**src/mgu_regs.svh**
```systemverilog
`ifndef MGU_REGS_SVH
`define MGU_REGS_SVH

// System clock rate in Hz (25 ns period)
`define MGU_CLK_HZ 40000000
// Default line rates in baud
`define MGU_MAIN_BAUD 115200
`define MGU_NAV_BIN_BAUD 57600
`define MGU_NAV_TXT_BAUD 4800
// Character framing: start, data, stop
`define MGU_DATA_BITS 8
`define MGU_FRAME_BITS 10
`define MGU_START_BIT 1'b0
`define MGU_STOP_BIT 1'b1
`define MGU_LINE_IDLE 1'b1
// Handshake lines are asserted low on the module pins
`define MGU_HS_ON 1'b0
`define MGU_HS_OFF 1'b1
// Transmit buffer depth in characters
`define MGU_FIFO_DEPTH 16
// Counter width for bit timers
`define MGU_TMR_W 16

`endif

```
**src/mgu_pkg.sv**
```systemverilog
`include "mgu_regs.svh"

package mgu_pkg;
   typedef logic [`MGU_DATA_BITS-1:0] mgu_byte_t;
   typedef logic [`MGU_TMR_W-1:0] mgu_tmr_t;
   typedef enum logic {MGU_RX_IDLE, MGU_RX_RUN} mgu_rx_state_t;

   // Clock cycles per bit, rounded down
   function automatic int mgu_div(input int baud);
      return `MGU_CLK_HZ / baud;
   endfunction
endpackage

```
**src/mgu_link_if.sv**
```systemverilog
`timescale 1ns/10ps

interface mgu_link_if;
   // Main modem port, pin levels (handshakes low when asserted)
   logic main_to_host;
   logic main_to_dev;
   logic carrier_n;
   logic terminal_ready_n;
   logic set_ready_n;
   logic request_send_n;
   logic clear_send_n;
   logic ring_indicate_n;
   // Secondary modem port and positioning ports
   logic sec_tx;
   logic sec_rx;
   logic nav_binary_tx;
   logic nav_binary_rx;
   logic nav_text_tx;
   logic nav_text_rx;

   modport dev (
      output main_to_host, carrier_n, set_ready_n, clear_send_n, ring_indicate_n,
      output sec_tx, nav_binary_tx, nav_text_tx,
      input main_to_dev, terminal_ready_n, request_send_n,
      input sec_rx, nav_binary_rx, nav_text_rx
   );
   modport host (
      input main_to_host, carrier_n, set_ready_n, clear_send_n, ring_indicate_n,
      input sec_tx, nav_binary_tx, nav_text_tx,
      output main_to_dev, terminal_ready_n, request_send_n,
      output sec_rx, nav_binary_rx, nav_text_rx
   );
endinterface

```
**src/mgu_dev.sv**
```systemverilog
`timescale 1ns/10ps
`include "mgu_regs.svh"

module mgu_uart import mgu_pkg::*; #(
   parameter int DIV = mgu_div(`MGU_MAIN_BAUD)
) (
   // Clock and reset
   input wire logic sys_clk_in,
   input wire logic reset_in,
   // Transmit character
   input wire mgu_byte_t tx_data_in,
   input wire logic tx_valid_in,
   output logic tx_ready_out,
   // Receive character
   output mgu_byte_t rx_data_out,
   output logic rx_valid_out,
   output logic rx_err_out,
   // Serial lines
   output logic tx_line_out,
   input wire logic rx_line_in
);
   if (DIV < 4 || DIV >= (1 << `MGU_TMR_W)) begin : g_bad_div
      $error("mgu_uart divisor out of range");
   end
   localparam mgu_tmr_t RELOAD = mgu_tmr_t'(DIV - 1);
   localparam mgu_tmr_t HALF = mgu_tmr_t'(DIV / 2 - 1);
   localparam logic [3:0] FRAME = 4'(`MGU_FRAME_BITS);

   // Transmitter: shift register refills with idle level behind the frame
   logic [`MGU_FRAME_BITS-1:0] tx_sh_ff;
   logic [3:0] tx_left_ff;
   mgu_tmr_t tx_tmr_ff;
   wire logic tx_tick = tx_tmr_ff == '0;
   wire logic tx_load = tx_valid_in & tx_ready_out;
   wire logic tx_step = ~tx_ready_out & tx_tick;
   wire logic [`MGU_FRAME_BITS-1:0] nxt_tx_sh = tx_load ?
      {`MGU_STOP_BIT, tx_data_in, `MGU_START_BIT} :
      tx_step ? {`MGU_LINE_IDLE, tx_sh_ff[`MGU_FRAME_BITS-1:1]} : tx_sh_ff;
   wire logic [3:0] nxt_tx_left = tx_load ? FRAME : tx_step ? tx_left_ff - 4'h1 : tx_left_ff;
   wire mgu_tmr_t nxt_tx_tmr = (tx_load | tx_tick) ? RELOAD : tx_tmr_ff - 16'h1;

   assign tx_ready_out = tx_left_ff == '0;
   assign tx_line_out = tx_sh_ff[0];

   always_ff @(posedge sys_clk_in) begin
      if (reset_in) begin
         tx_sh_ff <= '1;
         tx_left_ff <= '0;
         tx_tmr_ff <= '0;
      end else begin
         tx_sh_ff <= nxt_tx_sh;
         tx_left_ff <= nxt_tx_left;
         tx_tmr_ff <= nxt_tx_tmr;
      end
   end

   // Receiver: samples mid-bit; a start bit gone high at mid-bit is a glitch
   mgu_rx_state_t rx_st_ff;
   mgu_byte_t rx_sh_ff;
   logic [3:0] rx_left_ff;
   mgu_tmr_t rx_tmr_ff;
   logic rx_valid_ff;
   logic rx_err_ff;
   wire logic rx_start = (rx_st_ff == MGU_RX_IDLE) & (rx_line_in == `MGU_START_BIT);
   wire logic rx_samp = (rx_st_ff == MGU_RX_RUN) & (rx_tmr_ff == '0);
   wire logic rx_false = rx_samp & (rx_left_ff == FRAME) & rx_line_in;
   wire logic rx_last = rx_samp & (rx_left_ff == 4'h1);
   wire logic rx_data_bit = rx_samp & (rx_left_ff != FRAME) & (rx_left_ff != 4'h1);
   wire mgu_rx_state_t nxt_rx_st = rx_start ? MGU_RX_RUN :
      (rx_false | rx_last) ? MGU_RX_IDLE : rx_st_ff;
   wire mgu_byte_t nxt_rx_sh = rx_data_bit ? {rx_line_in, rx_sh_ff[7:1]} : rx_sh_ff;
   wire logic [3:0] nxt_rx_left = rx_start ? FRAME : rx_samp ? rx_left_ff - 4'h1 : rx_left_ff;
   wire mgu_tmr_t nxt_rx_tmr = rx_start ? HALF : rx_samp ? RELOAD : rx_tmr_ff - 16'h1;

   assign rx_data_out = rx_sh_ff;
   assign rx_valid_out = rx_valid_ff;
   assign rx_err_out = rx_err_ff;

   always_ff @(posedge sys_clk_in) begin
      if (reset_in) begin
         rx_st_ff <= MGU_RX_IDLE;
         rx_sh_ff <= '0;
         rx_left_ff <= '0;
         rx_tmr_ff <= '0;
         rx_valid_ff <= 1'b0;
         rx_err_ff <= 1'b0;
      end else begin
         rx_st_ff <= nxt_rx_st;
         rx_sh_ff <= nxt_rx_sh;
         rx_left_ff <= nxt_rx_left;
         rx_tmr_ff <= nxt_rx_tmr;
         rx_valid_ff <= rx_last;
         rx_err_ff <= rx_last ? (rx_line_in != `MGU_STOP_BIT) : rx_err_ff;
      end
   end
endmodule

module mgu_dev import mgu_pkg::*; #(
   parameter bit HAS_NAV = 1'b1,
   parameter int MAIN_DIV = mgu_div(`MGU_MAIN_BAUD),
   parameter int NAV_BIN_DIV = mgu_div(`MGU_NAV_BIN_BAUD),
   parameter int NAV_TXT_DIV = mgu_div(`MGU_NAV_TXT_BAUD),
   parameter int TX_DEPTH = `MGU_FIFO_DEPTH
) (
   // Clock and reset
   input wire logic sys_clk_in,
   input wire logic reset_in,
   // Link to the host
   mgu_link_if.dev link,
   // Main port status to and from the cellular side
   input wire logic carrier_present_in,
   input wire logic module_ready_in,
   input wire logic incoming_call_in,
   input wire logic can_receive_in,
   output logic terminal_ready_out,
   // Main port data
   input wire mgu_byte_t main_tx_data_in,
   input wire logic main_tx_valid_in,
   output logic main_tx_ready_out,
   output mgu_byte_t main_rx_data_out,
   output logic main_rx_valid_out,
   output logic main_rx_err_out,
   // Secondary port data
   input wire mgu_byte_t sec_tx_data_in,
   input wire logic sec_tx_valid_in,
   output logic sec_tx_ready_out,
   output mgu_byte_t sec_rx_data_out,
   output logic sec_rx_valid_out,
   // Binary positioning port data
   input wire mgu_byte_t bin_tx_data_in,
   input wire logic bin_tx_valid_in,
   output logic bin_tx_ready_out,
   output mgu_byte_t bin_rx_data_out,
   output logic bin_rx_valid_out,
   // Text positioning port data
   input wire mgu_byte_t txt_tx_data_in,
   input wire logic txt_tx_valid_in,
   output logic txt_tx_ready_out,
   output mgu_byte_t txt_rx_data_out,
   output logic txt_rx_valid_out
);
   mgu_byte_t fifo_data;
   logic fifo_valid;
   logic uart_ready;
   logic bin_line;
   logic txt_line;
   logic bin_ready;
   logic txt_ready;
   logic bin_valid;
   logic txt_valid;
   logic carrier_n_ff;
   logic set_ready_n_ff;
   logic ring_n_ff;
   logic clear_n_ff;
   logic term_ff;

   // Host request-to-send is checked only at a character boundary
   wire logic host_ready = link.request_send_n == `MGU_HS_ON;
   wire logic fifo_pop = uart_ready & host_ready;

   mgu_fifo #(.WIDTH(`MGU_DATA_BITS), .DEPTH(TX_DEPTH)) u_tx_fifo (
      .sys_clk_in(sys_clk_in),
      .reset_in(reset_in),
      .in_data_in(main_tx_data_in),
      .in_valid_in(main_tx_valid_in),
      .in_ready_out(main_tx_ready_out),
      .out_data_out(fifo_data),
      .out_valid_out(fifo_valid),
      .out_ready_in(fifo_pop)
   );

   mgu_uart #(.DIV(MAIN_DIV)) u_main (
      .sys_clk_in(sys_clk_in),
      .reset_in(reset_in),
      .tx_data_in(fifo_data),
      .tx_valid_in(fifo_valid & host_ready),
      .tx_ready_out(uart_ready),
      .rx_data_out(main_rx_data_out),
      .rx_valid_out(main_rx_valid_out),
      .rx_err_out(main_rx_err_out),
      .tx_line_out(link.main_to_host),
      .rx_line_in(link.main_to_dev)
   );

   mgu_uart #(.DIV(NAV_BIN_DIV)) u_sec (
      .sys_clk_in(sys_clk_in),
      .reset_in(reset_in),
      .tx_data_in(sec_tx_data_in),
      .tx_valid_in(sec_tx_valid_in),
      .tx_ready_out(sec_tx_ready_out),
      .rx_data_out(sec_rx_data_out),
      .rx_valid_out(sec_rx_valid_out),
      .rx_err_out(),
      .tx_line_out(link.sec_tx),
      .rx_line_in(link.sec_rx)
   );

   mgu_uart #(.DIV(NAV_BIN_DIV)) u_bin (
      .sys_clk_in(sys_clk_in),
      .reset_in(reset_in),
      .tx_data_in(bin_tx_data_in),
      .tx_valid_in(bin_tx_valid_in & HAS_NAV),
      .tx_ready_out(bin_ready),
      .rx_data_out(bin_rx_data_out),
      .rx_valid_out(bin_valid),
      .rx_err_out(),
      .tx_line_out(bin_line),
      .rx_line_in(link.nav_binary_rx)
   );

   mgu_uart #(.DIV(NAV_TXT_DIV)) u_txt (
      .sys_clk_in(sys_clk_in),
      .reset_in(reset_in),
      .tx_data_in(txt_tx_data_in),
      .tx_valid_in(txt_tx_valid_in & HAS_NAV),
      .tx_ready_out(txt_ready),
      .rx_data_out(txt_rx_data_out),
      .rx_valid_out(txt_valid),
      .rx_err_out(),
      .tx_line_out(txt_line),
      .rx_line_in(link.nav_text_rx)
   );

   // Without the positioning receiver its ports stay idle and accept nothing
   assign link.nav_binary_tx = HAS_NAV ? bin_line : `MGU_LINE_IDLE;
   assign link.nav_text_tx = HAS_NAV ? txt_line : `MGU_LINE_IDLE;
   assign bin_tx_ready_out = bin_ready & HAS_NAV;
   assign txt_tx_ready_out = txt_ready & HAS_NAV;
   assign bin_rx_valid_out = bin_valid & HAS_NAV;
   assign txt_rx_valid_out = txt_valid & HAS_NAV;

   assign link.carrier_n = carrier_n_ff;
   assign link.set_ready_n = set_ready_n_ff;
   assign link.ring_indicate_n = ring_n_ff;
   assign link.clear_send_n = clear_n_ff;
   assign terminal_ready_out = term_ff;

   // Handshakes leave reset deasserted, so the host holds off until told
   always_ff @(posedge sys_clk_in) begin
      if (reset_in) begin
         carrier_n_ff <= `MGU_HS_OFF;
         set_ready_n_ff <= `MGU_HS_OFF;
         ring_n_ff <= `MGU_HS_OFF;
         clear_n_ff <= `MGU_HS_OFF;
         term_ff <= 1'b0;
      end else begin
         carrier_n_ff <= ~carrier_present_in;
         set_ready_n_ff <= ~module_ready_in;
         ring_n_ff <= ~incoming_call_in;
         clear_n_ff <= ~can_receive_in;
         term_ff <= link.terminal_ready_n == `MGU_HS_ON;
      end
   end
endmodule

```
**src/mgu_host.sv**
```systemverilog
`timescale 1ns/10ps
`include "mgu_regs.svh"

module mgu_fifo import mgu_pkg::*; #(
   parameter int WIDTH = `MGU_DATA_BITS,
   parameter int DEPTH = `MGU_FIFO_DEPTH
) (
   // Clock and reset
   input wire logic sys_clk_in,
   input wire logic reset_in,
   // Fill side
   input wire logic [WIDTH-1:0] in_data_in,
   input wire logic in_valid_in,
   output logic in_ready_out,
   // Drain side
   output logic [WIDTH-1:0] out_data_out,
   output logic out_valid_out,
   input wire logic out_ready_in
);
   localparam int AW = $clog2(DEPTH);
   if (DEPTH < 2 || (1 << AW) != DEPTH) begin : g_bad_depth
      $error("mgu_fifo depth must be a power of two of at least 2");
   end

   logic [WIDTH-1:0] mem_ff [DEPTH];
   logic [AW:0] wr_ptr_ff;
   logic [AW:0] rd_ptr_ff;
   wire logic full = (wr_ptr_ff ^ rd_ptr_ff) == {1'b1, {AW{1'b0}}};
   wire logic empty = wr_ptr_ff == rd_ptr_ff;
   wire logic push = in_valid_in & ~full;
   wire logic pop = out_ready_in & ~empty;

   assign in_ready_out = ~full;
   assign out_valid_out = ~empty;
   assign out_data_out = mem_ff[rd_ptr_ff[AW-1:0]];

   always_ff @(posedge sys_clk_in) begin
      if (push) begin
         mem_ff[wr_ptr_ff[AW-1:0]] <= in_data_in;
      end
   end

   always_ff @(posedge sys_clk_in) begin
      if (reset_in) begin
         wr_ptr_ff <= '0;
         rd_ptr_ff <= '0;
      end else begin
         wr_ptr_ff <= wr_ptr_ff + (AW+1)'(push);
         rd_ptr_ff <= rd_ptr_ff + (AW+1)'(pop);
      end
   end
endmodule


```
**src/flat_wrapper.sv**
```systemverilog
// flat-port wrapper written by rule: the top's interface ports become plain ports
module mgu_dev_flat import mgu_pkg::*;
#(
   parameter bit HAS_NAV = 1'b1,
   parameter int MAIN_DIV = mgu_div(`MGU_MAIN_BAUD),
   parameter int NAV_BIN_DIV = mgu_div(`MGU_NAV_BIN_BAUD),
   parameter int NAV_TXT_DIV = mgu_div(`MGU_NAV_TXT_BAUD),
   parameter int TX_DEPTH = `MGU_FIFO_DEPTH
)
  (sys_clk_in, reset_in, carrier_present_in, module_ready_in, incoming_call_in, can_receive_in, terminal_ready_out, main_tx_data_in, main_tx_valid_in, main_tx_ready_out, main_rx_data_out, main_rx_valid_out, main_rx_err_out, sec_tx_data_in, sec_tx_valid_in, sec_tx_ready_out, sec_rx_data_out, sec_rx_valid_out, bin_tx_data_in, bin_tx_valid_in, bin_tx_ready_out, bin_rx_data_out, bin_rx_valid_out, txt_tx_data_in, txt_tx_valid_in, txt_tx_ready_out, txt_rx_data_out, txt_rx_valid_out, link_main_to_host, link_carrier_n, link_set_ready_n, link_clear_send_n, link_ring_indicate_n, link_sec_tx, link_nav_binary_tx, link_nav_text_tx, link_main_to_dev, link_terminal_ready_n, link_request_send_n, link_sec_rx, link_nav_binary_rx, link_nav_text_rx);
  mgu_link_if link_i ();
  input wire logic sys_clk_in;
  input wire logic reset_in;
  input wire logic carrier_present_in;
  input wire logic module_ready_in;
  input wire logic incoming_call_in;
  input wire logic can_receive_in;
  output logic terminal_ready_out;
  input wire mgu_byte_t main_tx_data_in;
  input wire logic main_tx_valid_in;
  output logic main_tx_ready_out;
  output mgu_byte_t main_rx_data_out;
  output logic main_rx_valid_out;
  output logic main_rx_err_out;
  input wire mgu_byte_t sec_tx_data_in;
  input wire logic sec_tx_valid_in;
  output logic sec_tx_ready_out;
  output mgu_byte_t sec_rx_data_out;
  output logic sec_rx_valid_out;
  input wire mgu_byte_t bin_tx_data_in;
  input wire logic bin_tx_valid_in;
  output logic bin_tx_ready_out;
  output mgu_byte_t bin_rx_data_out;
  output logic bin_rx_valid_out;
  input wire mgu_byte_t txt_tx_data_in;
  input wire logic txt_tx_valid_in;
  output logic txt_tx_ready_out;
  output mgu_byte_t txt_rx_data_out;
  output logic txt_rx_valid_out;
  output wire logic [$bits(link_i.main_to_host)-1:0] link_main_to_host;
  output wire logic [$bits(link_i.carrier_n)-1:0] link_carrier_n;
  output wire logic [$bits(link_i.set_ready_n)-1:0] link_set_ready_n;
  output wire logic [$bits(link_i.clear_send_n)-1:0] link_clear_send_n;
  output wire logic [$bits(link_i.ring_indicate_n)-1:0] link_ring_indicate_n;
  output wire logic [$bits(link_i.sec_tx)-1:0] link_sec_tx;
  output wire logic [$bits(link_i.nav_binary_tx)-1:0] link_nav_binary_tx;
  output wire logic [$bits(link_i.nav_text_tx)-1:0] link_nav_text_tx;
  input wire logic [$bits(link_i.main_to_dev)-1:0] link_main_to_dev;
  input wire logic [$bits(link_i.terminal_ready_n)-1:0] link_terminal_ready_n;
  input wire logic [$bits(link_i.request_send_n)-1:0] link_request_send_n;
  input wire logic [$bits(link_i.sec_rx)-1:0] link_sec_rx;
  input wire logic [$bits(link_i.nav_binary_rx)-1:0] link_nav_binary_rx;
  input wire logic [$bits(link_i.nav_text_rx)-1:0] link_nav_text_rx;
  assign link_main_to_host = link_i.main_to_host;
  assign link_carrier_n = link_i.carrier_n;
  assign link_set_ready_n = link_i.set_ready_n;
  assign link_clear_send_n = link_i.clear_send_n;
  assign link_ring_indicate_n = link_i.ring_indicate_n;
  assign link_sec_tx = link_i.sec_tx;
  assign link_nav_binary_tx = link_i.nav_binary_tx;
  assign link_nav_text_tx = link_i.nav_text_tx;
  assign link_i.main_to_dev = link_main_to_dev;
  assign link_i.terminal_ready_n = link_terminal_ready_n;
  assign link_i.request_send_n = link_request_send_n;
  assign link_i.sec_rx = link_sec_rx;
  assign link_i.nav_binary_rx = link_nav_binary_rx;
  assign link_i.nav_text_rx = link_nav_text_rx;
  mgu_dev #(.HAS_NAV(HAS_NAV), .MAIN_DIV(MAIN_DIV), .NAV_BIN_DIV(NAV_BIN_DIV), .NAV_TXT_DIV(NAV_TXT_DIV), .TX_DEPTH(TX_DEPTH)) u_core (.sys_clk_in(sys_clk_in), .reset_in(reset_in), .link(link_i), .carrier_present_in(carrier_present_in), .module_ready_in(module_ready_in), .incoming_call_in(incoming_call_in), .can_receive_in(can_receive_in), .terminal_ready_out(terminal_ready_out), .main_tx_data_in(main_tx_data_in), .main_tx_valid_in(main_tx_valid_in), .main_tx_ready_out(main_tx_ready_out), .main_rx_data_out(main_rx_data_out), .main_rx_valid_out(main_rx_valid_out), .main_rx_err_out(main_rx_err_out), .sec_tx_data_in(sec_tx_data_in), .sec_tx_valid_in(sec_tx_valid_in), .sec_tx_ready_out(sec_tx_ready_out), .sec_rx_data_out(sec_rx_data_out), .sec_rx_valid_out(sec_rx_valid_out), .bin_tx_data_in(bin_tx_data_in), .bin_tx_valid_in(bin_tx_valid_in), .bin_tx_ready_out(bin_tx_ready_out), .bin_rx_data_out(bin_rx_data_out), .bin_rx_valid_out(bin_rx_valid_out), .txt_tx_data_in(txt_tx_data_in), .txt_tx_valid_in(txt_tx_valid_in), .txt_tx_ready_out(txt_tx_ready_out), .txt_rx_data_out(txt_rx_data_out), .txt_rx_valid_out(txt_rx_valid_out));
endmodule
```
**config.mk**
```make
export PLATFORM = sky130hd
export DESIGN_NAME = mgu_dev_flat
export DESIGN_NICKNAME = d
export VERILOG_FILES = /design/src/mgu_pkg.sv /design/src/mgu_link_if.sv /design/src/mgu_dev.sv /design/src/mgu_host.sv /design/src/flat_wrapper.sv
export VERILOG_INCLUDE_DIRS = /design/src /design/src/src
export SDC_FILE = /design/constraint.sdc
export NUM_CORES = 1
export LEC_CHECK = 0
export BUFFER_PORTS_ARGS = -buffer_cell sky130_fd_sc_hd__buf_2
export CORE_MARGIN = 5
export CORE_UTILIZATION = 50
export CTS_CLUSTER_SIZE = 28
export DETAILED_ROUTE_END_ITERATION = 6
export HOLD_SLACK_MARGIN = 0.06
export MAX_ROUTING_LAYER = met4
export PLACE_DENSITY = 0.81
export SLEW_MARGIN = 15
export SYNTH_ARGS = -nofsm -noshare
export SYNTH_HDL_FRONTEND = slang
export SYNTH_SLANG_ARGS = --single-unit
export TNS_END_PERCENT = 5
```
**constraint.sdc**
```tcl
create_clock -name sys_clk_in -period 2.7 [get_ports sys_clk_in]
set_input_delay 0.135 -clock sys_clk_in [delete_from_list [all_inputs] [get_ports sys_clk_in]]
set_output_delay 0.135 -clock sys_clk_in [all_outputs]
set_load 0.03 [all_outputs]
```
==> results by group, run 1 <==
Final layout
  • # diodes: 0
  • Final core utilization: 59.3%
  • Reg area: 8890 um2
  • Share of cells above drive strength 1: between 15 and 20%
  • Area growth syn-to-layout: 17.6%
  • Final instance area: 18,700 um2
  • Multi-input logic area: 6560 um2
  • # fillers: 2,475
  • Fin nets: 1,673

STA
  • Final hold vios: 0
  • # setup viols final: 0
  • RSZ-0062 raised after global routing: false
  • Pins over their slew limit: 0
  • Max-slew headroom: around 56%
  • Worst-Margin Slew: 657 ps
  • Setup ws final: 343 ps
  • Setup TNS: 0 ps
  • Final period utilization: 87.3%
  • Clock skew: 19.7 ps
  • Minimum clock period: 2360 ps
  • Fmax achieved: 424 MHz

Clock tree
  • Num CTS Buffers: 39
  • Maximum clock insertion buffer count: 3
  • # hold bufs at CTS: 47
  • Post CTS Setup Buffer Count: 0
  • Worst-path clk slew: ~60 ps
  • Clk root buf: clkbuf_16
  • Clock latency on the worst-skew pair: between 500 and 600 ps
  • CTS resizes: 0
  • CTS tree: built
  • CTS Sinks: 380
  • Htree depth: 2

Power and ir drop
  • Sequential share of power: 42.4%
  • Max VDD drop: 0.557 mV
  • Internal power: around 12,000 uW
  • P_sw: 5520 uW
  • Clock Power Share: 30.4%
  • Switch share: between 30% and 40%
  • Power per Cell Area: 946 nW/um2
  • Logic pwr share: 27.2%
  • P_leak: between 0.007 and 0.008 uW

Worst hold path
  • Hold Path Depth: 4
  • Worst-case hold path end point: u_core.u_main.tx_left_ff[0]$_SDFFE_PP0P_
  • Min-delay src: link_request_send_n
  • Hold Crit Class: primary input to flop

Drt
  • Post-route DRC: 0
  • TritonRoute pass-1 iters: 5
  • Total number of vias: 11,000
  • Vias/cell: 5.48
  • Final wirelength: 32,500 um
  • Antenna-violating nets left: 0
  • Drt initial violations: 743
  • Avg WL per Cell: ~16 um

Global route
  • Total grt overflow: 0
  • Vias in the first global route: 11,100
  • Largest net degree at the start of global routing: 60
  • Antenna violations before repair: 0
  • First-pass GRT wire length: 54,200 um
  • Total track usage: 18.6%

Critical path
  • FF-to-FF path depth: 9
  • Reg2Reg Capture Point: u_core.u_tx_fifo.rd_ptr_ff[4]$_SDFF_PP0_
  • Worst EP required: 3080 ps
  • CP Launch Type: flop
  • Crit-path max FO: 10
  • Reg2Reg Setup Slack: 340 ps
  • Type of the worst setup path: flop to flop
  • R2r startpoint: u_core.u_tx_fifo.wr_ptr_ff[1]$_SDFF_PP0_
  • WP data arrival: between 2000 and 3000 ps
  • CP endpoint kind: flop

Die
  • Core region area: 31,500 um2
  • Initial Util: 50.4%
  • Die height: 188 um
  • Die W: 188 um
  • Die area: ~35,000 um2
  • FP Rows: 65
  • Top-Level Pins: 98

Synthesis
  • Yosys warnings: 0
  • Syn Std Cell Area: around 16,000 um2
  • Syn Inst Count: 1,424
  • Asr flop ratio synth: 0%
  • Top post-synthesis cells by area: dfxtp_1 32%, edfxtp_1 24%, nor2_1 4.6%
  • Distinct cells, synth: 70
  • Post-synth EDFFs: 128
  • Post-synthesis sequential area ratio: 56.0%
  • Count leader, synth: dfxtp_1
  • Top post-synthesis cells by count: 252 x dfxtp_1, 196 x nor2_1, 128 x edfxtp_1
  • Mean area per synthesized cell: 11.1 um2
  • Leading area contributor after synthesis: dfxtp_1
  • Share of the synthesized area in the top cell type: 31.8%
  • Synth Flop Type: dfxtp_1
  • Yosys reg bits: 380
  • Net count of the mapped netlist: about 1,500

Placed design
  • Routability cong.: 0.845
  • Setup WS pre-CTS: 396 ps
  • Post-DP Area: 16,900 um2
  • Final HPWL DP: 21,000 um
  • Port Buf Inserts: 97

Job
  • Max-cap check violation count: 0

Outcome
  • Status: complete, no violations
==> sequential cells by signal, summed over array words and instances, names as in the netlist, 9 cells and up <==
register,cells
u_core.u_sec.tx_sh_ff,9
u_core.u_txt.tx_tmr_ff,16
u_core.u_txt.rx_tmr_ff,16
u_core.u_tx_fifo.mem_ff,128
u_core.u_bin.tx_tmr_ff,16
u_core.u_main.tx_sh_ff,9
u_core.u_main.rx_tmr_ff,16
u_core.u_bin.tx_sh_ff,9
u_core.u_sec.rx_tmr_ff,16
u_core.u_txt.tx_sh_ff,9
u_core.u_sec.tx_tmr_ff,16
u_core.u_main.tx_tmr_ff,16
u_core.u_bin.rx_tmr_ff,16
==> metrics by stage <==
stage | hold slack, ps | cells | power [uW]
after global routing | 211 | 2018 | 18700
after CTS | 137 | 2018 | 17800
after global placement | 289 | 1900 | 12100
after floorplan | 202 | 1424 | 11200
after detailed placement | 292 | 1900 | 12300
final | 175 | 2018 | 17700
==> cells in the final DEF, fill, tap and decap left out, types with 6 or more instances in the layout <==
master | Yosys | routed
dfxtp_1 | 252 | 252
nor2_1 | 196 | 196
edfxtp_1 | 128 | 128
buf_2 | 13 | 96
nand2_1 | 81 | 81
xnor2_1 | 73 | 73
a21oi_1 | 72 | 72
nor3_1 | 55 | 55
xor2_1 | 53 | 53
dlygate4sd3_1 | 0 | 47
inv_1 | 42 | 42
clkbuf_16 | 0 | 40
buf_4 | 2 | 40
ha_1 | 39 | 39
mux2i_1 | 35 | 35
nand3_1 | 34 | 34
nor4_1 | 32 | 32
mux4_2 | 32 | 32
a221o_1 | 21 | 21
or4_1 | 19 | 19
nand2b_1 | 17 | 17
a21o_1 | 15 | 15
nor2b_1 | 15 | 15
clkinv_2 | 0 | 11
nand3b_1 | 10 | 10
nor3b_1 | 10 | 10
a31oi_1 | 10 | 10
a211oi_1 | 10 | 10
or3_1 | 9 | 9
and2_1 | 9 | 9
or2_2 | 8 | 8
nand4_1 | 7 | 7
o22ai_1 | 6 | 6
o31ai_1 | 6 | 6
clkbuf_8 | 0 | 6
==> critical path, stage by stage, from the launching register on <==
cell and delay, ps:
dfxtp_1 510, xor2_1 110, nor4_1 430, a211o_1 220
inv_1 140, ha_1 260, ha_1 220, nand3_1 100
xor2_1 170, nor2_1 50
==> worst max path at each step <==
stage	start	to	slack, ps	cells past startpoint
finish	u_core.u_tx_fifo.wr_ptr_ff[1]$_SDFF_PP0_	u_core.u_tx_fifo.rd_ptr_ff[4]$_SDFF_PP0_	340	9
global route	u_core.u_tx_fifo.wr_ptr_ff[1]$_SDFF_PP0_	u_core.u_tx_fifo.rd_ptr_ff[4]$_SDFF_PP0_	140	9
CTS	u_core.u_tx_fifo.wr_ptr_ff[1]$_SDFF_PP0_	u_core.u_tx_fifo.rd_ptr_ff[4]$_SDFF_PP0_	380	9
detailed placement	u_core.u_bin.rx_tmr_ff[8]$_SDFF_PP0_	u_core.u_bin.rx_data_out[2]$_SDFFE_PP0P_	400	5
global placement	u_core.u_tx_fifo.wr_ptr_ff[1]$_SDFF_PP0_	u_core.u_tx_fifo.rd_ptr_ff[4]$_SDFF_PP0_	450	9
floorplan	u_core.u_tx_fifo.wr_ptr_ff[1]$_SDFF_PP0_	u_core.u_tx_fifo.mem_ff[0][0]$_DFFE_PP_	20	6
==> kinds of logic (layout without fill, tap and decap cells) <==
kind of cell,Yosys count,after routing,share of synthesized area (%)
fa+ha+maj,39,39,3.08
flops,380,380,56.0
compound gates,171,171,7.24
xor+xnor,126,126,6.96
buf+inv,104,296,2.67
mux,69,69,6.89
simple gates,535,535,17.2
==> power groups by stage <==
stage	Clock [uW]	Sequential [uW]	Combinational, uW
finish	5370	7480	4810
CTS	5480	7460	4810
floorplan	0	7460	3780
global placement	0	7520	4560
detailed placement	0	7570	4720
global route	5750	7590	5380
==> per-layer routing <==
metal / vias to the layer above / track usage (%) / routed length [um]
met4: 0 / 4.55 / 594
li1: 5434 / - / -
met2: 284 / 31.8 / 16100
met5: - / - / 0
met3: 53 / 3.29 / 1840
met1: 5278 / 22.9 / 14000
==> final cells by class <==
cell class / count / area share (%)
Multi-Input combinational cell: 940 / 35.1
Clock inverter: 22 / 1.11
Timing Repair Buffer: 183 / 6.71
Clock buffer: 49 / 5.87
Tap cell: 402 / 2.70
Sequential cell: 380 / 47.6
Inverter: 42 / 0.845
(Power assumes the default switching activity.)
==> inputs of run 2 (changes only) <==
Settings changed: ABC_AREA from default to 1.
==> run 2 against run 1 <==
Net effect:
- total power is 4.9% higher
- global-route usage increased by 1.8 points
- utilization is 1.4 points lower
- register-to-register slack better by 20 ps
- wire length rose by 21%
- area after synthesis is 8.8% higher
- worst hold slack got worse by 95 ps
- fmax increased by 0.78%
- via count increased by 32%
- critical endpoint unchanged
- largest power group unchanged
==> results by group, run 2 <==
Outcome
  • Status: complete, no violations

Synthesis
  • Top post-synthesis cells by count: 516 x nand2_1, 353 x nor2_1, 252 x dfxtp_1
  • Post-synth EDFFs: 128 (unchanged)
  • Distinct cells, synth: 45 (-36%)
  • Share of the synthesized area in the top cell type: 29.2% (-2.6 points)
  • Post-synthesis sequential area ratio: 51.5% (-4.6 points)
  • Syn Std Cell Area: 17,300 um2 (+8.8%)
  • Top post-synthesis cells by area: dfxtp_1 29%, edfxtp_1 22%, nand2_1 11%
  • Syn Inst Count: 2,170 (+52%)
  • Leading area contributor after synthesis: dfxtp_1
  • Mean area per synthesized cell: 7.96 um2 (-29%)
  • Synth Flop Type: dfxtp_1
  • Yosys warnings: 0 (unchanged)
  • Net count of the mapped netlist: 2,257 (+49%)
  • Asr flop ratio synth: 0% (unchanged)
  • Count leader, synth: nand2_1
  • Yosys reg bits: 380 (unchanged)

Die
  • Top-Level Pins: 98 (unchanged)
  • Die height: 196 um (+4.1%)
  • FP Rows: 68 (+4.6%)
  • Core region area: 34,300 um2 (+8.9%)
  • Die W: 196 um (+4.1%)
  • Die area: 38,400 um2 (+8.4%)
  • Initial Util: 50.4% (about the same)

Final layout
  • Reg area: 8890 um2 (about the same)
  • Share of cells above drive strength 1: 10.5% (-5.8 points)
  • Most common cell after layout, fill and taps aside: nand2_1
  • Max FFs per register: 128 (unchanged)
  • Area growth syn-to-layout: 14.9%
  • Multi-input logic area: 7160 um2 (+9.3%)
  • Final core utilization: 57.9% (-1.4 points)
  • Final instance area: 19,800 um2 (+6.4%)
  • Fin nets: 2,399 (+43%)
  • Most frequent cells in the layout: 516 x nand2_1, 353 x nor2_1, 250 x dfxtp_1
  • # fillers: 2,868 (+16%)

Clock tree
  • CTS tree: built
  • Num CTS Buffers: 39 (unchanged)
  • CTS Sinks: 380 (unchanged)
  • Maximum clock insertion buffer count: 3 (unchanged)
  • Worst-path clk slew: 60 ps (about the same)
  • Htree depth: 2 (unchanged)
  • Clock latency on the worst-skew pair: 530 ps (about the same)
  • Clk root buf: clkbuf_16
  • Post CTS Setup Buffer Count: 0 (unchanged)

STA
  • Hold slack: 80.4 ps (-94.6 ps)
  • Setup TNS: 0 ps (unchanged)
  • # setup viols final: 0 (unchanged)
  • Clock skew: 17.8 ps (-1.93 ps)
  • RSZ-0062 raised after global routing: false
  • Worst-Margin Slew: 698 ps (+41.4 ps)
  • Final hold vios: 0 (unchanged)
  • Max-slew headroom: 53.3% (-2.9 points)
  • Minimum clock period: 2340 ps (-18.3 ps)
  • Fmax achieved: 428 MHz (+0.78%)
  • Final period utilization: 86.6% (-0.68 points)
  • Pins over their slew limit: 0 (unchanged)

Placed design
  • Port Buf Inserts: 97 (unchanged)
  • Post-DP Area: 18,100 um2 (+7.5%)
  • Routability cong.: 0.936 (+11%)
  • Final HPWL DP: 26,200 um (+25%)

Critical path
  • Crit-path max FO: 14 (+4)
  • Worst EP required: 3160 ps (+80 ps)
  • CP endpoint kind: flop
  • CP Capture Point: u_core.u_tx_fifo.rd_ptr_ff[4]$_SDFF_PP0_
  • WP data arrival: 2800 ps (+60 ps)
  • Type of the worst setup path: flop to flop
  • Reg2Reg Capture Point: u_core.u_tx_fifo.rd_ptr_ff[4]$_SDFF_PP0_
  • FF-to-FF path depth: 12 (+3)
  • Reg2Reg Setup Slack: 360 ps (+20 ps)
  • CP Launch Type: flop
  • CP Launch Point: u_core.u_tx_fifo.rd_ptr_ff[2]$_SDFF_PP0_
  • R2r startpoint: u_core.u_tx_fifo.rd_ptr_ff[2]$_SDFF_PP0_

Global route
  • First-pass GRT wire length: 65,200 um (+20%)
  • Total track usage: 20.3% (+1.8 points)
  • Largest net degree at the start of global routing: 57 (-5.0%)
  • Total grt overflow: 0 (unchanged)
  • Vias in the first global route: 13,900 (+25%)
  • Antenna violations before repair: 2 (+2)

Power and ir drop
  • P_leak: 0.00881 uW (+26%)
  • Power per Cell Area: 933 nW/um2 (-1.4%)
  • Max VDD drop: 0.567 mV (+1.7%)
  • Overall power: 18,500 uW (+4.9%)

Drt
  • Post-route DRC: 0 (unchanged)
  • TritonRoute pass-1 iters: 5 (unchanged)
  • Max layer used: met4
  • Met3 WL: 2280 um (+24%)
  • WL met1: 16,900 um (+21%)
  • Final wirelength: 39,300 um (+21%)
  • Avg WL per Cell: 14.0 um (-13%)
  • Antenna-violating nets left: 0 (unchanged)
  • Vias/cell: 5.22 (-4.7%)
  • Total number of vias: 14,600 (+32%)
  • Drt initial violations: 1,012 (+36%)
  • Routed wl met2: 19,300 um (+20%)

Job
  • Max-cap check violation count: 0 (unchanged)

Worst hold path
  • Hold Crit Class: primary input to flop
-- run 2: cell count changes in the layout (fill, tap and decap cells not counted), moves of 36 or more --
cell	change
xnor2_1	-54
o21ai_0	+103
a21oi_1	+36
nand2_1	+435
inv_1	+194
nor2_1	+157
nand3_1	+107
-- run 2: what timing repair did --
item                                    CTS  global route
endpoints found under the hold margin    98             0
endpoints found under the setup margin    0             2
hold buffers                             44             0
gates resized for setup                   0             1
-- run 2: metrics by stage --
| step | instances | worst slack [ps] |
|---|---|---|
| 6_report | 2799 | 361 |
| 5_1_grt | 2798 | 169 |
| 4_1_cts | 2797 | 194 |
| 3_5_place_dp | 2682 | 254 |
| 3_3_place_gp | 2682 | 354 |
| 2_1_floorplan | 2170 | 682 |
-- run 2: kinds of logic (layout without fill, tap and decap cells) --
| kind of cell | after synthesis | count (layout) | share of synthesized area, % |
|---|---|---|---|
| xor+xnor | 49 | 49 | 2.48 |
| fa+ha+maj | 39 | 39 | 2.83 |
| other cells | 0 | 2 | 0 |
| buf+inv | 303 | 475 | 7.05 |
| compound gates | 254 | 254 | 7.84 |
| simple gates | 1145 | 1145 | 28.3 |
| flops | 380 | 380 | 51.5 |
-- run 2: final cells by class --
class	instances	share of cell area (%)
tap	455	2.87
inverter	251	4.79
sequential	380	44.8
antenna	2	0.0252
clock buffer	58	5.64
multi-input combinational	1487	36.1
timing repair buffer	153	5.12
clock inverter	13	0.656
-- run 2: worst min path at each step --
stage | startpoint | to | cells past startpoint
finish | main_tx_data_in[3] | u_core.u_tx_fifo.mem_ff[2][3]$_DFFE_PP_ | 1
global route | main_tx_data_in[6] | u_core.u_tx_fifo.mem_ff[3][6]$_DFFE_PP_ | 1
CTS | main_tx_data_in[2] | u_core.u_tx_fifo.mem_ff[0][2]$_DFFE_PP_ | 1
detailed placement | link_terminal_ready_n | u_core.terminal_ready_out$_SDFF_PP0_ | 2
global placement | link_terminal_ready_n | u_core.terminal_ready_out$_SDFF_PP0_ | 2
floorplan | link_terminal_ready_n | u_core.terminal_ready_out$_SDFF_PP0_ | 1
-- run 2: routing by layer --
| metal | global-route usage [%] | vias to the layer above |
|---|---|---|
| met5 | - | - |
| met4 | 5.84 | 0 |
| met3 | 2.82 | 71 |
| met2 | 34.9 | 461 |
| met1 | 25.3 | 6805 |
| li1 | - | 7273 |
-- run 2: where the power goes --
part | switching, uW | total [uW] | internal [uW]
Combinational | 3910 | 5910 | 2000
Clock | 2160 | 5230 | 3070
Sequential | 625 | 7380 | 6750
Total | 6690 | 18500 | 11800
-- run 2: critical path, stage by stage, from the launching register on --
cell and delay (ps):
dfxtp_2 490, inv_2 140, nand2_1 80, nand2_1 60, nor2_2 150, nand3_1 150, nand2_2 260, inv_1 170
ha_1 260, ha_1 210, nand2_1 80, o21ai_0 80, a21oi_1 120
==> inputs of run 3 (changes only) <==
Settings changed: CELL_PAD_IN_SITES_DETAIL_PLACEMENT from default to 1, CELL_PAD_IN_SITES_GLOBAL_PLACEMENT from default to 1, CORE_UTILIZATION 50 to 41, PLACE_DENSITY 0.81 to 0.86.
==> run 3 against run 2 <==
Net effect:
- worst hold slack better by 36 ps
- clock skew down 5.4 ps
- sequential cell count unchanged
- fmax up 0.53%
- non-clock buffer count up 8
- utilization down 9.7 points
- final cell count up 3.5%
- clock power up 11%
- critical path type unchanged
==> results by group, run 3 (synthesis results as in run 2) <==
Die
  • Core region area: 41,900 um2 (+22%)
  • Die height: 215 um (+9.9%)
  • Die W: 215 um (+9.9%)
  • Initial Util: 41.3% (-9.1 points)
  • Top-Level Pins: 98 (unchanged)
  • FP Rows: 75 (+10%)
  • Die area: 46,300 um2 (+21%)

Clock tree
  • Maximum clock insertion buffer count: 3 (unchanged)
  • Worst-path clk slew: 60 ps (about the same)
  • Num CTS Buffers: 42 (+7.7%)
  • Post CTS Setup Buffer Count: 0 (unchanged)
  • CTS Sinks: 380 (unchanged)
  • # hold bufs at CTS: 48 (+9.1%)
  • CTS tree: built
  • Clock latency on the worst-skew pair: 570 ps (+40 ps)
  • Clk root buf: clkbuf_16
  • CTS resizes: 0 (unchanged)
  • Htree depth: 2 (unchanged)

Critical path
  • Worst path bufs/invs: 2 (unchanged)
  • Crit path top cell by count: nand2_1
  • CP Launch Type: flop
  • CP endpoint kind: flop
  • Cell family with most CP delay: simple AND/OR/NAND/NOR gates
  • CP max stage cell: nor2_1
  • WP data arrival: 2520 ps (-280 ps)
  • Crit-path max FO: 12 (-2)
  • Largest stage delay, worst path: 640 ps (+150 ps)
  • Worst EP required: 2890 ps (-270 ps)
  • Type of the worst setup path: flop to flop
  • CP cell instances: inv_1 > nand2_1 > nand2_1 > nor2_2 > nand3b_1 > nand2_1 > inv_1 > nand3_1 > nor2_1

STA
  • Setup TNS: 0 ps (unchanged)
  • Pins over their slew limit: 0 (unchanged)
  • Max-slew headroom: 48.8% (-4.5 points)
  • Clock skew: 12.3 ps (-5.44 ps)
  • Worst-Margin Slew: 765 ps (+66.7 ps)
  • RSZ-0062 raised after global routing: false
  • Fmax achieved: 430 MHz (+0.53%)
  • # setup viols final: 0 (unchanged)
  • Final hold vios: 0 (unchanged)
  • Setup ws final: 373 ps (+12.2 ps)
  • Final period utilization: 86.2% (-0.45 points)
  • Minimum clock period: 2330 ps (-12.2 ps)

Outcome
  • Status: complete, no violations

Placed design
  • Routability cong.: 0.918 (-1.8%)
  • Port Buf Inserts: 97 (unchanged)
  • Final HPWL DP: 32,900 um (+26%)
  • Setup WS pre-CTS: 397 ps (+143 ps)

Global route
  • Total grt overflow: 0 (unchanged)
  • Total track usage: 21.8% (+1.5 points)
  • First-pass GRT wire length: 81,900 um (+26%)
  • Largest net degree at the start of global routing: 74 (+30%)
  • Antenna violations before repair: 3 (+1)
  • Vias in the first global route: 16,300 (+17%)

Final layout
  • Most common cell after layout, fill and taps aside: nand2_1
  • Fin nets: 2,410 (+0.46%)
  • Max FFs per register: 128 (unchanged)
  • Area growth syn-to-layout: 16.7%
  • Most frequent cells in the layout: 516 x nand2_1, 353 x nor2_1, 251 x dfxtp_1
  • Share of cells above drive strength 1: 11.0% (+0.49 points)

Drt
  • Avg WL per Cell: 17.4 um (+24%)
  • TritonRoute pass-1 iters: 5 (unchanged)
  • Antenna-violating nets left: 0 (unchanged)
  • Drt initial violations: 809 (-20%)
  • Total number of vias: 15,000 (+2.8%)
  • Final wirelength: 50,300 um (+28%)
  • Post-route DRC: 0 (unchanged)
  • Vias/cell: 5.18 (-0.68%)

Job
  • Max-cap check violation count: 0 (unchanged)

Power and ir drop
  • Max VDD drop: 0.521 mV (-8.1%)
  • Power per Cell Area: 968 nW/um2 (+3.7%)
  • P_leak: 0.00891 uW (+1.2%)

Worst hold path
  • Hold Crit Class: primary input to flop
==> run 3: area by class of cell <==
class,instances,area (um2)
diodes,3,7.51
clock buffers,55,1190
clock inverters,21,194
fillers,5050,21700
inverters,251,950
multi-input cells,1487,7160
flip-flops and latches,380,8890
well taps,539,674
repair buffers,161,1090
==> run 3: power breakdown <==
group | leakage, uW | total [uW] | internal (uW) | switching [uW]
clock network | 0.000685 | 5820 | 3410 | 2420
registers | 0.00322 | 7430 | 6750 | 680
logic | 0.00501 | 6250 | 2010 | 4240
==> run 3: routing by layer <==
metal  wire length (um)  global-route usage, %
met1              21000                   25.2
met2              25900                   38.7
met3               2120                   3.50
met4               1330                   7.47
met5                  0                      -
==> run 3: worst register-to-register path: stages (launching register included) <==
cell      delay (ps)
dfxtp_1          320
inv_1            260
nand2_1           90
nand2_1           90
nor2_2            50
nand3b_1         100
nand2_1           60
inv_1            150
nand3_1          210
nor2_1           640
==> run 3: path summary, 6_finish.rpt <==
| kind | cells past startpoint | start | slack (ps) | endpoint |
|---|---|---|---|---|
| min reg2reg | 1 | u_core.u_main.tx_tmr_ff[0]$_SDFF_PP0_ | 410 | u_core.u_main.tx_tmr_ff[0]$_SDFF_PP0_ |
| min | 3 | reset_in | 120 | u_core.u_sec.rx_tmr_ff[1]$_SDFF_PP0_ |
| max reg2reg | 9 | u_core.u_tx_fifo.rd_ptr_ff[3]$_SDFF_PP0_ | 370 | u_core.u_tx_fifo.mem_ff[0][6]$_DFFE_PP_ |
| max | 9 | u_core.u_tx_fifo.rd_ptr_ff[3]$_SDFF_PP0_ | 370 | u_core.u_tx_fifo.mem_ff[0][6]$_DFFE_PP_ |
==> run 3: through the flow <==
step	util, %	hold WS [ps]	cell area [um2]	std cells	total power (uW)
floorplan	-	202	17300	2170	11900
global placement	43.7	289	18300	2770	13100
detailed placement	43.7	304	18300	2770	13500
CTS	48.1	97.6	20200	2894	19500
global route	48.2	142	20200	2897	20800
finish	48.2	116	20200	2897	19500
